==> config.mk <==
export PLATFORM = sky130hd
export DESIGN_NAME = umcs_top
export DESIGN_NICKNAME = d
export VERILOG_FILES = /design/src/core/umcs_pkg.sv /design/src/core/umcs_top.sv
export VERILOG_INCLUDE_DIRS = /design/src /design/src/core
export SDC_FILE = /design/constraint.sdc
export NUM_CORES = 1
export LEC_CHECK = 0
export ABC_CLOCK_PERIOD_IN_PS = 1200
export BUFFER_PORTS_ARGS = -buffer_cell sky130_fd_sc_hd__clkbuf_2
export CORE_MARGIN = 3
export CORE_UTILIZATION = 49
export CTS_CLUSTER_DIAMETER = 40
export DETAILED_ROUTE_END_ITERATION = 10
export PLACE_DENSITY_LB_ADDON = 0.15
export SLEW_MARGIN = 15
export SYNTH_ARGS = -nofsm -noshare
export SYNTH_HDL_FRONTEND = slang
export SYNTH_SLANG_ARGS = --single-unit
==> constraint.sdc <==
create_clock -name REF_CLK -period 1.2 [get_ports REF_CLK]
set_input_delay 0.24 -clock REF_CLK [delete_from_list [all_inputs] [get_ports REF_CLK]]
set_output_delay 0.24 -clock REF_CLK [all_outputs]
set_load 0.01 [all_outputs]
==> src/core/umcs_cfg.svh <==
// register offsets, field positions and reset values of the modem control and status unit
`ifndef UMCS_CFG_SVH
`define UMCS_CFG_SVH

`define UMCS_AW            3
`define UMCS_DW            8

// --------------------------------------------------------------
// register offsets
// --------------------------------------------------------------
`define UMCS_OFS_CTRL      3'h0
`define UMCS_OFS_STAT      3'h1
`define UMCS_OFS_EFR       3'h2
`define UMCS_OFS_IST       3'h3
`define UMCS_OFS_IMSK      3'h4

// --------------------------------------------------------------
// modem_control fields
// --------------------------------------------------------------
`define UMCS_MCR_CLKSEL    7
`define UMCS_MCR_THRESH    6
`define UMCS_MCR_XONANY    5
`define UMCS_MCR_LOOP      4
`define UMCS_MCR_IRQEN     3
`define UMCS_MCR_FRDY      2
`define UMCS_MCR_RTS       1
`define UMCS_MCR_DTR       0
`define UMCS_MCR_HI        7
`define UMCS_MCR_PROT_LO   5
`define UMCS_MCR_OPEN_HI   4

// --------------------------------------------------------------
// enhanced_feature_reg fields
// --------------------------------------------------------------
`define UMCS_EFR_WREN      4
`define UMCS_EFR_AUTORTS   6
`define UMCS_EFR_MASK      8'h50

// --------------------------------------------------------------
// reset values and counts
// --------------------------------------------------------------
`define UMCS_MCR_RST       8'h00
`define UMCS_EFR_RST       8'h00
`define UMCS_PIN_IDLE      4'hF
`define UMCS_NIB_ZERO      4'h0
`define UMCS_NIB_ALL       4'hF
`define UMCS_PRE_LAST      2'h3
`define UMCS_PRE_ONE       2'h1

`endif

==> src/core/umcs_pkg.sv <==
// types of the modem control and status unit
`include "umcs_cfg.svh"

package umcs_pkg;

    // bit order matches the upper nibble of modem_status
    typedef struct packed {
        logic cd;
        logic ri;
        logic dsr;
        logic cts;
    } umcs_modem_t;

    typedef struct packed {
        logic [7:0]  modem_control;
        logic [7:0]  enhanced_feature_reg;
        logic [3:0]  dlt;
        logic [3:0]  ist;
        logic [3:0]  imsk;
        umcs_modem_t s1;
        umcs_modem_t s2;
        umcs_modem_t prev;
        logic        ri_lvl;
        logic [1:0]  pre;
        logic [7:0]  rdata;
        logic        rts_n;
        logic        dtr_n;
        logic        op;
        logic        irq;
        logic        irq_oe;
        logic        ser_out;
        logic        rx;
        logic        baud_en;
        logic        auto_rts;
    } umcs_state_t;

endpackage

==> src/core/umcs_top.sv <==
// modem control and status unit of one uart channel
//
// Operation
// - control bit 7 set divides baud clock input by four, cleared passes it.
// - control bit 6 set opens threshold and trigger register access.
// - control bit 5 enables resume-on-any-character flow control.
// - control bits 7..5 change only while feature write enable is set.
// - control bit 4 loops serial transmit output back to receive input.
// - in loopback low control nibble feeds upper status nibble.
// - control bit 3 cleared floats interrupt outputs, general output high.
// - control bit 3 set drives interrupt outputs, general output low.
// - control bit 2 enables the fifo-ready status register.
// - without auto rts, control bit 1 set drives rts pin low.
// - with auto rts enabled, flow control drives the rts pin.
// - control bit 0 set drives terminal-ready pin low.
// - normal mode status 7..4 are inverted cd, ri, dsr, cts pins.
// - loopback status 7,6,5,4 equal control 3,2,0,1.
// - status 3,1,0 set on any change of cd, dsr, cts sources.
// - status 2 sets on ring pin low-to-high, or control bit 2 rise.
// - reading status clears the four change bits.
// - modem pins active low, their register images active high.
`timescale 1ns/1ps
`default_nettype none
`include "umcs_cfg.svh"

module umcs_top
    import umcs_pkg::*;
(
    input  wire logic                 REF_CLK,
    input  wire logic                 RST_N,
    input  wire logic [`UMCS_AW-1:0]  ADDR,
    input  wire logic [`UMCS_DW-1:0]  WDATA,
    input  wire logic                 WR,
    input  wire logic                 RD,
    output var  logic [`UMCS_DW-1:0]  RDATA,
    input  wire logic                 CLEAR_TO_SEND_PIN_N,
    input  wire logic                 SET_READY_PIN_N,
    input  wire logic                 CARRIER_DETECT_PIN_N,
    input  wire logic                 RING_INDICATOR_PIN_N,
    output var  logic                 REQUEST_TO_SEND_PIN_N,
    output var  logic                 TERMINAL_READY_PIN_N,
    output var  logic                 GENERAL_OUTPUT_PIN,
    output var  logic                 IRQ_OUT_A,
    output var  logic                 IRQ_OUT_A_OE,
    output var  logic                 IRQ_OUT_B,
    output var  logic                 IRQ_OUT_B_OE,
    output var  logic                 IRQ,
    input  wire logic                 AUTO_RTS_REQ_N,
    output var  logic                 AUTO_RTS_EN,
    input  wire logic                 TX_SERIAL,
    output var  logic                 RX_SERIAL,
    input  wire logic                 SERIAL_IN_PIN,
    output var  logic                 SERIAL_OUT_PIN,
    output var  logic                 BAUD_CLK_EN,
    output var  logic                 THRESH_ACCESS_EN,
    output var  logic                 XON_ANY_EN,
    output var  logic                 FIFO_RDY_EN
);

    // --------------------------------------------------------------
    // helpers
    // --------------------------------------------------------------
    // set wins over clear so an event in the clearing cycle survives
    function automatic logic [3:0] sticky(
        input logic [3:0] cur,
        input logic [3:0] clr,
        input logic [3:0] set
    );
        sticky = (cur & ~clr) | set;
    endfunction

    function automatic logic hit(
        input logic [`UMCS_AW-1:0] a,
        input logic [`UMCS_AW-1:0] ofs
    );
        hit = (a == ofs);
    endfunction

    // --------------------------------------------------------------
    // state
    // --------------------------------------------------------------
    umcs_state_t state_r;
    umcs_state_t state_nxt;

    umcs_modem_t img;
    umcs_modem_t src;
    logic [3:0]  chg;
    logic [3:0]  evt;
    logic        loop;
    logic        lvl;
    logic        rd_stat;
    logic [3:0]  ist_clr;

    // --------------------------------------------------------------
    // next state
    // --------------------------------------------------------------
    always_comb begin
        state_nxt = state_r;
        loop      = state_r.modem_control[`UMCS_MCR_LOOP];

        // pins are active low, images active high
        img = umcs_modem_t'(~state_r.s2);

        if (loop) begin
            // loopback takes the control nibble as sources
            src.cd  = state_r.modem_control[`UMCS_MCR_IRQEN];
            src.ri  = state_r.modem_control[`UMCS_MCR_FRDY];
            src.dsr = state_r.modem_control[`UMCS_MCR_DTR];
            src.cts = state_r.modem_control[`UMCS_MCR_RTS];
            lvl     = state_r.modem_control[`UMCS_MCR_FRDY];
        end else begin
            src = img;
            lvl = state_r.s2.ri;
        end

        // change detection on synchronised sources only
        chg    = src ^ state_r.prev;
        evt    = chg;
        evt[2] = lvl & ~state_r.ri_lvl;
        // evt[3], evt[1], evt[0] are any change of cd, dsr, cts

        state_nxt.s1.cd  = CARRIER_DETECT_PIN_N;
        state_nxt.s1.ri  = RING_INDICATOR_PIN_N;
        state_nxt.s1.dsr = SET_READY_PIN_N;
        state_nxt.s1.cts = CLEAR_TO_SEND_PIN_N;
        state_nxt.s2     = state_r.s1;
        state_nxt.prev   = src;
        state_nxt.ri_lvl = lvl;

        rd_stat = RD && hit(ADDR, `UMCS_OFS_STAT);
        ist_clr = `UMCS_NIB_ZERO;
        if (WR && hit(ADDR, `UMCS_OFS_IST)) begin
            ist_clr = WDATA[3:0];
        end

        // read clears the change bits
        state_nxt.dlt = sticky(state_r.dlt, rd_stat ? `UMCS_NIB_ALL : `UMCS_NIB_ZERO, evt);
        state_nxt.ist = sticky(state_r.ist, ist_clr, evt);

        // ----------------------------------------------------------
        // register writes
        // ----------------------------------------------------------
        if (WR) begin
            case (ADDR)
                `UMCS_OFS_CTRL: begin
                    state_nxt.modem_control[`UMCS_MCR_OPEN_HI:0] = WDATA[`UMCS_MCR_OPEN_HI:0];
                    if (state_r.enhanced_feature_reg[`UMCS_EFR_WREN]) begin
                        state_nxt.modem_control[`UMCS_MCR_HI:`UMCS_MCR_PROT_LO] =
                            WDATA[`UMCS_MCR_HI:`UMCS_MCR_PROT_LO];
                    end
                end
                `UMCS_OFS_EFR: begin
                    state_nxt.enhanced_feature_reg = WDATA & `UMCS_EFR_MASK;
                end
                `UMCS_OFS_IMSK: begin
                    state_nxt.imsk = WDATA[3:0];
                end
                default: begin
                end
            endcase
        end

        // ----------------------------------------------------------
        // register reads, answer one cycle later
        // ----------------------------------------------------------
        state_nxt.rdata = 8'h00;
        if (RD) begin
            case (ADDR)
                `UMCS_OFS_CTRL: state_nxt.rdata = state_r.modem_control;
                `UMCS_OFS_STAT: state_nxt.rdata = {src, state_r.dlt};
                `UMCS_OFS_EFR:  state_nxt.rdata = state_r.enhanced_feature_reg;
                `UMCS_OFS_IST:  state_nxt.rdata = {4'h0, state_r.ist};
                `UMCS_OFS_IMSK: state_nxt.rdata = {4'h0, state_r.imsk};
                default:        state_nxt.rdata = 8'h00;
            endcase
        end

        // ----------------------------------------------------------
        // pins
        // ----------------------------------------------------------
        state_nxt.auto_rts = state_r.enhanced_feature_reg[`UMCS_EFR_AUTORTS];
        if (state_r.enhanced_feature_reg[`UMCS_EFR_AUTORTS]) begin
            state_nxt.rts_n = AUTO_RTS_REQ_N;
        end else begin
            state_nxt.rts_n = ~state_r.modem_control[`UMCS_MCR_RTS];
        end
        state_nxt.dtr_n = ~state_r.modem_control[`UMCS_MCR_DTR];

        // enable off floats the irq pins, op high; on drives them, op low
        state_nxt.irq_oe = state_r.modem_control[`UMCS_MCR_IRQEN];
        state_nxt.op     = ~state_r.modem_control[`UMCS_MCR_IRQEN];
        state_nxt.irq    = |(state_r.ist & state_r.imsk);

        // line held at mark in loopback so the far end sees idle
        if (loop) begin
            state_nxt.ser_out = 1'b1;
            state_nxt.rx      = TX_SERIAL;
        end else begin
            state_nxt.ser_out = TX_SERIAL;
            state_nxt.rx      = SERIAL_IN_PIN;
        end

        // prescaler as an enable pulse, one cycle in four when set
        if (state_r.modem_control[`UMCS_MCR_CLKSEL]) begin
            state_nxt.pre     = state_r.pre + `UMCS_PRE_ONE;
            state_nxt.baud_en = (state_r.pre == `UMCS_PRE_LAST);
        end else begin
            state_nxt.pre     = 2'h0;
            state_nxt.baud_en = 1'b1;
        end
    end

    // --------------------------------------------------------------
    // registers
    // --------------------------------------------------------------
    always_ff @(posedge REF_CLK or negedge RST_N) begin
        if (!RST_N) begin
            state_r         <= '0;
            state_r.modem_control     <= `UMCS_MCR_RST;
            state_r.enhanced_feature_reg     <= `UMCS_EFR_RST;
            state_r.s1      <= `UMCS_PIN_IDLE;
            state_r.s2      <= `UMCS_PIN_IDLE;
            state_r.ri_lvl  <= 1'b1;
            state_r.rts_n   <= 1'b1;
            state_r.dtr_n   <= 1'b1;
            state_r.op      <= 1'b1;
            state_r.ser_out <= 1'b1;
            state_r.rx      <= 1'b1;
        end else begin
            state_r <= state_nxt;
        end
    end

    // --------------------------------------------------------------
    // outputs
    // --------------------------------------------------------------
    assign RDATA                 = state_r.rdata;
    assign REQUEST_TO_SEND_PIN_N = state_r.rts_n;
    assign TERMINAL_READY_PIN_N  = state_r.dtr_n;
    assign GENERAL_OUTPUT_PIN    = state_r.op;
    assign IRQ_OUT_A             = state_r.irq;
    assign IRQ_OUT_A_OE          = state_r.irq_oe;
    assign IRQ_OUT_B             = state_r.irq;
    assign IRQ_OUT_B_OE          = state_r.irq_oe;
    assign IRQ                   = state_r.irq;
    assign AUTO_RTS_EN           = state_r.auto_rts;
    assign RX_SERIAL             = state_r.rx;
    assign SERIAL_OUT_PIN        = state_r.ser_out;
    assign BAUD_CLK_EN           = state_r.baud_en;
    assign THRESH_ACCESS_EN      = state_r.modem_control[`UMCS_MCR_THRESH];
    assign XON_ANY_EN            = state_r.modem_control[`UMCS_MCR_XONANY];
    assign FIFO_RDY_EN           = state_r.modem_control[`UMCS_MCR_FRDY];

endmodule // umcs_top

`default_nettype wire

==> results by group, run 1 <==
Run status
  • Status: complete, no violations

Clock network
  • Num Clock Sinks: 53
  • Clock slew at reported path FFs: roughly 0.1 ns
  • CTS tree: built
  • Clk buf depth: 2
  • Htree depth: 2
  • Worst-Skew Late Latency: 0.30 ns
  • CTS root buf: clkbuf_8
  • Inserted Clock Buffers: 5

Final layout
  • Fraction of layout cells with a size suffix above 1: 49.6%
  • Top reg by flops: state_r
  • Seq. cell area: 0.00135 sq mm
  • NumNets Final: 262
  • Ant diodes: 0
  • Max FFs per register: 26
  • Fill cells: 312
  • Final Instance Area: approximately 0.0028 sq mm
  • Area grow syn2layout: 24.3%
  • Final Core Density: 66.3%
  • Multi-input logic area: between 800 and 900 sq um

Critical path
  • Startpoint Class: register
  • Crit-path cells: buf_6
  • R2R cell count: 4
  • Slowest Stage Delay on Critical Path: 0.54 ns
  • Instance count on the critical path: 1
  • Crit-path slowest cell: dfstp_2
  • Reg-to-reg setup timing slack: 0.04 ns
  • Setup CP Type: reg -> out
  • Crit path max-delay family: flip-flops
  • CP Capture Type: output port
  • FF-to-FF Start: loop$_DFFE_PN0P_
  • CP arrival: 0.94 ns
  • Worst endpoint required time: 0.96 ns
  • Crit path buf inv count: 1
  • R2r endpoint: state_r[39]$_DFF_PN0_
  • Critical-path maximum fanout: 1

Die
  • Starting Density: between 50% and 60%
  • Rows: 23
  • Die width: 73.6 um
  • Core Region: 0.00420 sq mm
  • Die Span Y: 73.6 um
  • Die area: 0.00542 sq mm
  • I/O pin cnt: 45

STA
  • Final slew viol count: 0
  • Final Skew: around 0.0085 ns
  • Final setup vio count: 0
  • FMAX: ~850 MHz
  • Worst Max-Slew Pin Slew: 0.352 ns
  • RSZ-0062 raised after global routing: yes
  • Relative slew slack: 76.4%
  • Hold_ws: ~0.023 ns
  • Fin crit share: 98.5%
  • Final worst slack: 0.0183 ns
  • Final hold viol count: 0
  • Crit path time final: between 1 and 1.5 ns

GRT
  • Total gr overflow: 0
  • Largest net degree at the start of global routing: 54
  • Initial antenna violation count: 0
  • Vias in the first global route: 1594
  • Total Routing Usage GR: 18.1%
  • First-pass GRT wire length: between 7 and 8 mm

Detailed routing
  • DR WL/cell: 16.0 um
  • Drt via density: 5.19
  • DR iter-0 viols: 91
  • Via count: 1506
  • Post-DRT Antenna Nets: 0
  • Drt first pass iters: 4
  • Final WL: 4.65 mm
  • Residual DRC: 0

Synthesis
  • Cell with the most instances after synthesis: dfrtp_1
  • Asr flop ratio synth: 100%
  • Synth warn: 0
  • Post-Synthesis Cells: 179
  • Top cells by area, synth: dfrtp_1, dfstp_2, mux2_2
  • Post-synth net total: 202
  • Unique masters post-synth: 38
  • Top_reg_cell synth: dfrtp_1
  • Mean post-synth cell area: 12.5 sq um
  • Share of the synthesized area in the top cell type: 43.5%
  • Register area share after synthesis: 59.9%
  • Cell taking the most area after synthesis: dfrtp_1
  • Mapped cell area: 0.00224 sq mm
  • Yosys reg bits: 53
  • Post-synth EDFFs: 0
  • Synth top cells by count: dfrtp_1, nand2_1, dfstp_2, mux2_2, buf_4

Power
  • VDD IR max: approximately 0.91 mV
  • Leakage: between 1 and 1.5 nW
  • Pwr dens: 1560 mW/mm^2

Worst hold path
  • Hold path startpoint: CARRIER_DETECT_PIN_N
  • Hold path endpoint: state_nxt[27]$_DFF_PN1_
  • Worst Hold Class: in -> reg
  • Hold depth: 1

Placement
  • Dpl ws: -0.184 ns
  • Detailed Place HPWL: 3.45 mm
  • Number of port buffers: 44
  • Placed cell areas: 0.00257 sq mm
  • Routability congestion estimate from global placement: 0.788

Run
  • Max Cap Viol: 0
## worst max path at each step
stage,start,end,slack (ns)
2_1_floorplan,ADDR[2],THRESH_ACCESS_EN$_DFFE_PN0P_,-0.1
3_5_place_dp,ADDR[2],state_r[34]$_DFFE_PN0P_,-0.18
5_1_grt,loop$_DFFE_PN0P_,RDATA[6]$_DFF_PN0_,-0.04
3_3_place_gp,ADDR[2],state_r[33]$_DFFE_PN0P_,-0.16
6_report,TERMINAL_READY_PIN_N$_DFF_PN1_,TERMINAL_READY_PIN_N,0.02
4_1_cts,TERMINAL_READY_PIN_N$_DFF_PN1_,TERMINAL_READY_PIN_N,-0.008
## layer usage
metal | share of wire (%) | vias to the layer above | track usage [%]
met1 | 42 | 736 | 23.1
met3 | 4.8 | 7 | 3.83
met2 | 52 | 36 | 30.4
met5 | 0 | - | 0
li1 | - | 727 | -
met4 | 1.4 | 0 | 6.24
## area by class of cell
type / instances / share of cell area [%]
repair buffers: 69 / 16.8
flip-flops and latches: 53 / 48.2
inverters: 6 / 0.808
clock inverters: 2 / 0.539
multi-input cells: 104 / 28.7
well taps: 50 / 2.24
clock buffers: 6 / 2.60
## cells by family (layout without fill, tap and decap cells)
| logic type | Yosys count | in the layout | synth area share [%] |
|---|---|---|---|
| AND/OR/NAND/NOR | 57 | 57 | 15.7 |
| buffers and inverters | 22 | 83 | 6.08 |
| AO/OA/AOI/OAI | 29 | 29 | 8.65 |
| multiplexers | 17 | 17 | 9.04 |
| adder cells (fa/ha/maj) | 1 | 1 | 0.558 |
| flip-flops | 53 | 53 | 59.9 |
## repair_timing
item	in CTS	in global routing
resized for setup	3	18
hold buffers	3	1
pin swaps	3	4
setup endpoints to repair	5	13
endpoints found under the hold margin	41	1
buffers inserted	0	1
## through the flow
| stage | TNS, ns | power, mW | instances |
|---|---|---|---|
| 2_1_floorplan | -0.479 | 2.89 | 179 |
| 3_5_place_dp | -2.80 | 3.29 | 277 |
| 5_1_grt | -0.113 | 4.58 | 290 |
| 4_1_cts | -0.0148 | 4.30 | 288 |
| 6_report | 0 | 4.35 | 290 |
| 3_3_place_gp | -2.25 | 3.25 | 277 |
## cell usage in the layout (no fill, tap or decap), types with 2 or more instances in the layout
cell	Yosys	routed
clkbuf_2	0	39
a21bo_2	2	2
nand3b_1	2	2
buf_4	12	18
buf_6	1	7
a22oi_1	6	6
nand2b_4	0	2
nand3_1	7	7
a21o_1	2	2
dlygate4sd3_1	0	4
and2_1	3	3
a21oi_1	5	5
nor2b_1	6	6
dfrtp_1	39	38
dfstp_2	14	14
clkbuf_8	0	5
mux2_4	3	3
o21ai_0	8	8
nand2_1	15	15
inv_1	6	6
nand2b_1	7	4
nor2_1	4	4
clkinvlp_4	0	2
mux2_2	14	14
## worst register-to-register path, stage by stage (launching register included)
cell and delay, ns:
dfrtp_2 0.45, buf_6 0.15, nand2b_2 0.21, a21bo_2 0.23, nand3_1 0.06
## power breakdown
part / internal (mW) / switching, mW / total [mW]
registers: 2.12 / 0.207 / 2.33
clock network: 0.412 / 0.566 / 0.978
logic: 0.569 / 0.474 / 1.04
No activity file was read; power rests on OpenSTA's default activity.
==> run 2: changes to the inputs <==
--- a/config.mk
+++ b/config.mk
@@ -6,13 +6,14 @@
 export SDC_FILE = /design/constraint.sdc
 export NUM_CORES = 1
 export LEC_CHECK = 0
+export ABC_AREA = 1
 export ABC_CLOCK_PERIOD_IN_PS = 1200
 export BUFFER_PORTS_ARGS = -buffer_cell sky130_fd_sc_hd__clkbuf_2
 export CORE_MARGIN = 3
 export CORE_UTILIZATION = 49
 export CTS_CLUSTER_DIAMETER = 40
 export DETAILED_ROUTE_END_ITERATION = 10
-export PLACE_DENSITY_LB_ADDON = 0.15
+export PLACE_DENSITY = 0.76
 export SLEW_MARGIN = 15
 export SYNTH_ARGS = -nofsm -noshare
 export SYNTH_HDL_FRONTEND = slang
==> run 2 against run 1 <==
Synthesized cell count grew 31%. Flip-flop and latch count is the same. Critical path depth is the same. Via count grew 12%. Clock-buffer cell count grew 1. Routed wire length shrank 2.0%. Critical path type unchanged.
==> results by group, run 2 <==
Detailed routing
  • Drt via density: 4.98 (was 5.19)
  • DR WL/cell: 13.4 um (was 16.0 um)
  • Drt first pass iters: 4 (unchanged)
  • Post-DRT Antenna Nets: 0 (unchanged)
  • Residual DRC: 0 (unchanged)
  • Final WL: 4.56 mm (was 4.65 mm)
  • DR iter-0 viols: 95 (was 91)
  • Via count: 1688 (was 1506)

Clock network
  • Htree depth: 2 (unchanged)
  • Clock slew at reported path FFs: 0.09 ns (was 0.10 ns)
  • Worst-Skew Late Latency: 0.30 ns (about the same)
  • CTS tree: built (unchanged)
  • Clk buf depth: 2 (unchanged)
  • Num Clock Sinks: 53 (unchanged)
  • CTS root buf: clkbuf_8 (unchanged)
  • Inserted Clock Buffers: 5 (unchanged)

Synthesis
  • Post-synth EDFFs: 0 (unchanged)
  • Synth warn: 0 (unchanged)
  • Yosys reg bits: 53 (unchanged)
  • Mapped cell area: 0.00225 sq mm (was 0.00224 sq mm)
  • Unique masters post-synth: 24 (was 38)
  • Top_reg_cell synth: dfrtp_1 (unchanged)
  • Cell taking the most area after synthesis: dfrtp_1 (unchanged)
  • Mean post-synth cell area: 9.57 sq um (was 12.5 sq um)
  • Synth top cells by count: nand2_1, dfrtp_1, nand3_1 (was dfrtp_1, nand2_1, dfstp_2, mux2_2, buf_4)
  • Top cells by area, synth: dfrtp_1, dfstp_2, nand2_1 (was dfrtp_1, dfstp_2, mux2_2)
  • Share of the synthesized area in the top cell type: 43.4% (was 43.5%)
  • Cell with the most instances after synthesis: nand2_1 (was dfrtp_1)
  • Post-synth net total: 258 (was 202)
  • Register area share after synthesis: 59.8% (was 59.9%)
  • Post-Synthesis Cells: 235 (was 179)
  • Asr flop ratio synth: 100% (unchanged)

STA
  • Worst Max-Slew Pin Slew: 0.268 ns (was 0.352 ns)
  • Final setup vio count: 0 (unchanged)
  • Final slew viol count: 0 (unchanged)
  • Final hold viol count: 0 (unchanged)
  • Crit path time final: 1.18 ns (about the same)
  • RSZ-0062 raised after global routing: yes (unchanged)
  • Fin crit share: 98.1% (was 98.5%)
  • Final Skew: 0.00835 ns (was 0.00848 ns)
  • Relative slew slack: 81.9% (was 76.4%)
  • FMAX: 850 MHz (was 846 MHz)
  • Hold_ws: 0.0158 ns (was 0.0230 ns)

Die
  • Core Region: 0.00438 sq mm (was 0.00420 sq mm)
  • Die area: 0.00544 sq mm (was 0.00542 sq mm)
  • Starting Density: 51.3% (was 53.4%)
  • Die Span Y: 73.7 um (was 73.6 um)
  • I/O pin cnt: 45 (unchanged)
  • Rows: 24 (was 23)
  • Die width: 73.7 um (was 73.6 um)

Critical path
  • Crit-path cells: buf_6 (unchanged)
  • Slowest Stage Delay on Critical Path: 0.54 ns (about the same)
  • Critical-path maximum fanout: 1 (unchanged)
  • Startpoint Class: register (unchanged)
  • Critical Path Start: TERMINAL_READY_PIN_N$_DFF_PN1_ (unchanged)
  • CP Capture Type: output port (unchanged)
  • Setup CP Type: reg -> out (unchanged)
  • FF-to-FF Start: loop$_DFFE_PN0P_ (unchanged)
  • CP arrival: 0.94 ns (about the same)
  • Crit path max-delay family: flip-flops (unchanged)
  • Crit path buf inv count: 1 (unchanged)
  • Crit-path slowest cell: dfstp_2 (unchanged)
  • Worst endpoint required time: 0.96 ns (about the same)

Final layout
  • Top reg by flops: state_r (unchanged)
  • Commonest non-fill, non-tap cell in the layout: nand2_1 (was clkbuf_2)
  • Final Core Density: 61.7% (was 66.3%)
  • Ant diodes: 0 (unchanged)
  • Fraction of layout cells with a size suffix above 1: 34.5% (was 49.6%)
  • Max FFs per register: 26 (unchanged)
  • NumNets Final: 309 (was 262)
  • Fill cells: 372 (was 312)
  • Commonest cells after routing, fill and taps aside: nand2_1, clkbuf_2, dfrtp_1 (was clkbuf_2, dfrtp_1, buf_4)
  • Area grow syn2layout: 20.3% (was 24.3%)

GRT
  • Total gr overflow: 0 (unchanged)
  • Vias in the first global route: 1598 (was 1594)
  • Initial antenna violation count: 0 (unchanged)
  • Total Routing Usage GR: 19.0% (was 18.1%)
  • First-pass GRT wire length: 7.60 mm (was 7.42 mm)
  • Largest net degree at the start of global routing: 54 (unchanged)

Worst hold path
  • Hold path startpoint: SET_READY_PIN_N (was CARRIER_DETECT_PIN_N)
  • Worst Hold Class: in -> reg (unchanged)

Power
  • Pwr dens: 1550 mW/mm^2 (was 1560 mW/mm^2)
  • Clock power frac: 25.6% (was 22.5%)
  • Internal power: 2.99 mW (was 3.10 mW)
  • Switch share: 28.8% (was 28.7%)
  • Flop pwr share: 54.8% (was 53.5%)
  • Comb pwr share: 19.6% (was 24.0%)
  • Tot Pwr: 4.20 mW (was 4.35 mW)
  • Leakage: 1.41 nW (was 1.30 nW)
  • VDD IR max: 0.841 mV (was 0.907 mV)
  • Net Sw Power: 1.21 mW (was 1.25 mW)

Run status
  • Status: complete, no violations (unchanged)

Run
  • Max Cap Viol: 0 (unchanged)

Placement
  • Routability congestion estimate from global placement: 0.922 (was 0.788)
  • Number of port buffers: 44 (unchanged)
  • Detailed Place HPWL: 3.30 mm (was 3.45 mm)
-- run 2: cell types whose count changed after synthesis, sizes merged, moves of 8 or more --
cell and change:
mux2 -17, nand4 +8, nor2 +15, o21ai +10
inv +15, nand2 +54, nand3 +13
-- run 2: path summary, 6_finish.rpt --
path,endpoint,slack (ns),depth (start not counted)
max,TERMINAL_READY_PIN_N,0.02,1
min,state_nxt[25]$_DFF_PN1_,0.02,1
max reg2reg,state_r[41]$_DFF_PN0_,0.07,3
min reg2reg,state_r[25]$_DFF_PN1_,0.36,0
max in group asynchronous,state_r[24]$_DFF_PN1_,0.45,3
min in group asynchronous,RDATA[0]$_DFF_PN0_,0.46,3
-- run 2: logic make-up (layout without fill, tap and decap cells) --
logic type	count (synthesis)	in the layout	synth area share (%)
simple gates	120	120	24.0
buf+inv	38	90	9.57
flops	53	53	59.8
compound gates	20	20	4.95
fa+ha+maj	1	1	0.556
xor+xnor	3	3	1.17
-- run 2: routing by layer --
metal	part of all wire [%]	up-vias	routed length [um]	track usage [%]
met4	2.0	0	91	8.85
li1	-	838	-	-
met1	44	790	2010	23.4
met5	0	-	0	0
met3	5.0	9	229	4.79
met2	49	51	2220	31.1
-- run 2: what timing repair did --
item	4_1_cts	5_1_grt
hold endpoints to repair	41	1
hold buffers	3	1
cloned	0	0
setup endpoints to repair	6	10
gates resized for setup	1	12
buffers inserted	0	1
-- run 2: area by class of cell --
type,instances,area (sq um),share of cell area (%)
flip-flops and latches,53,1350,49.7
multi-input cells,144,699,25.9
repair buffers,61,414,15.3
clock buffers,7,96.3,3.56
inverters,21,78.8,2.92
well taps,52,65.1,2.41
clock inverters,1,5.00,0.185
-- run 2: per-stage QoR --
step | instance area (sq um) | setup WS (ns) | TNS, ns | cells
floorplan | 2250 | 0.175 | 0 | 235
global placement | 2510 | -0.00629 | -0.00873 | 326
detailed placement | 2510 | -0.0296 | -0.0828 | 326
CTS | 2650 | 0.0000956 | 0 | 337
global route | 2700 | -0.0182 | -0.0465 | 339
finish | 2700 | 0.0231 | 0 | 339
-- run 2: power by group through the flow --
| stage | clock network (mW) | registers (mW) | logic (mW) |
|---|---|---|---|
| final | 1.08 | 2.30 | 0.823 |
| after global routing | 1.17 | 2.34 | 0.926 |
| after CTS | 1.11 | 2.29 | 0.774 |
| after detailed placement | 0 | 2.32 | 0.765 |
| after global placement | 0 | 2.31 | 0.748 |
| after floorplan | 0 | 2.30 | 0.470 |
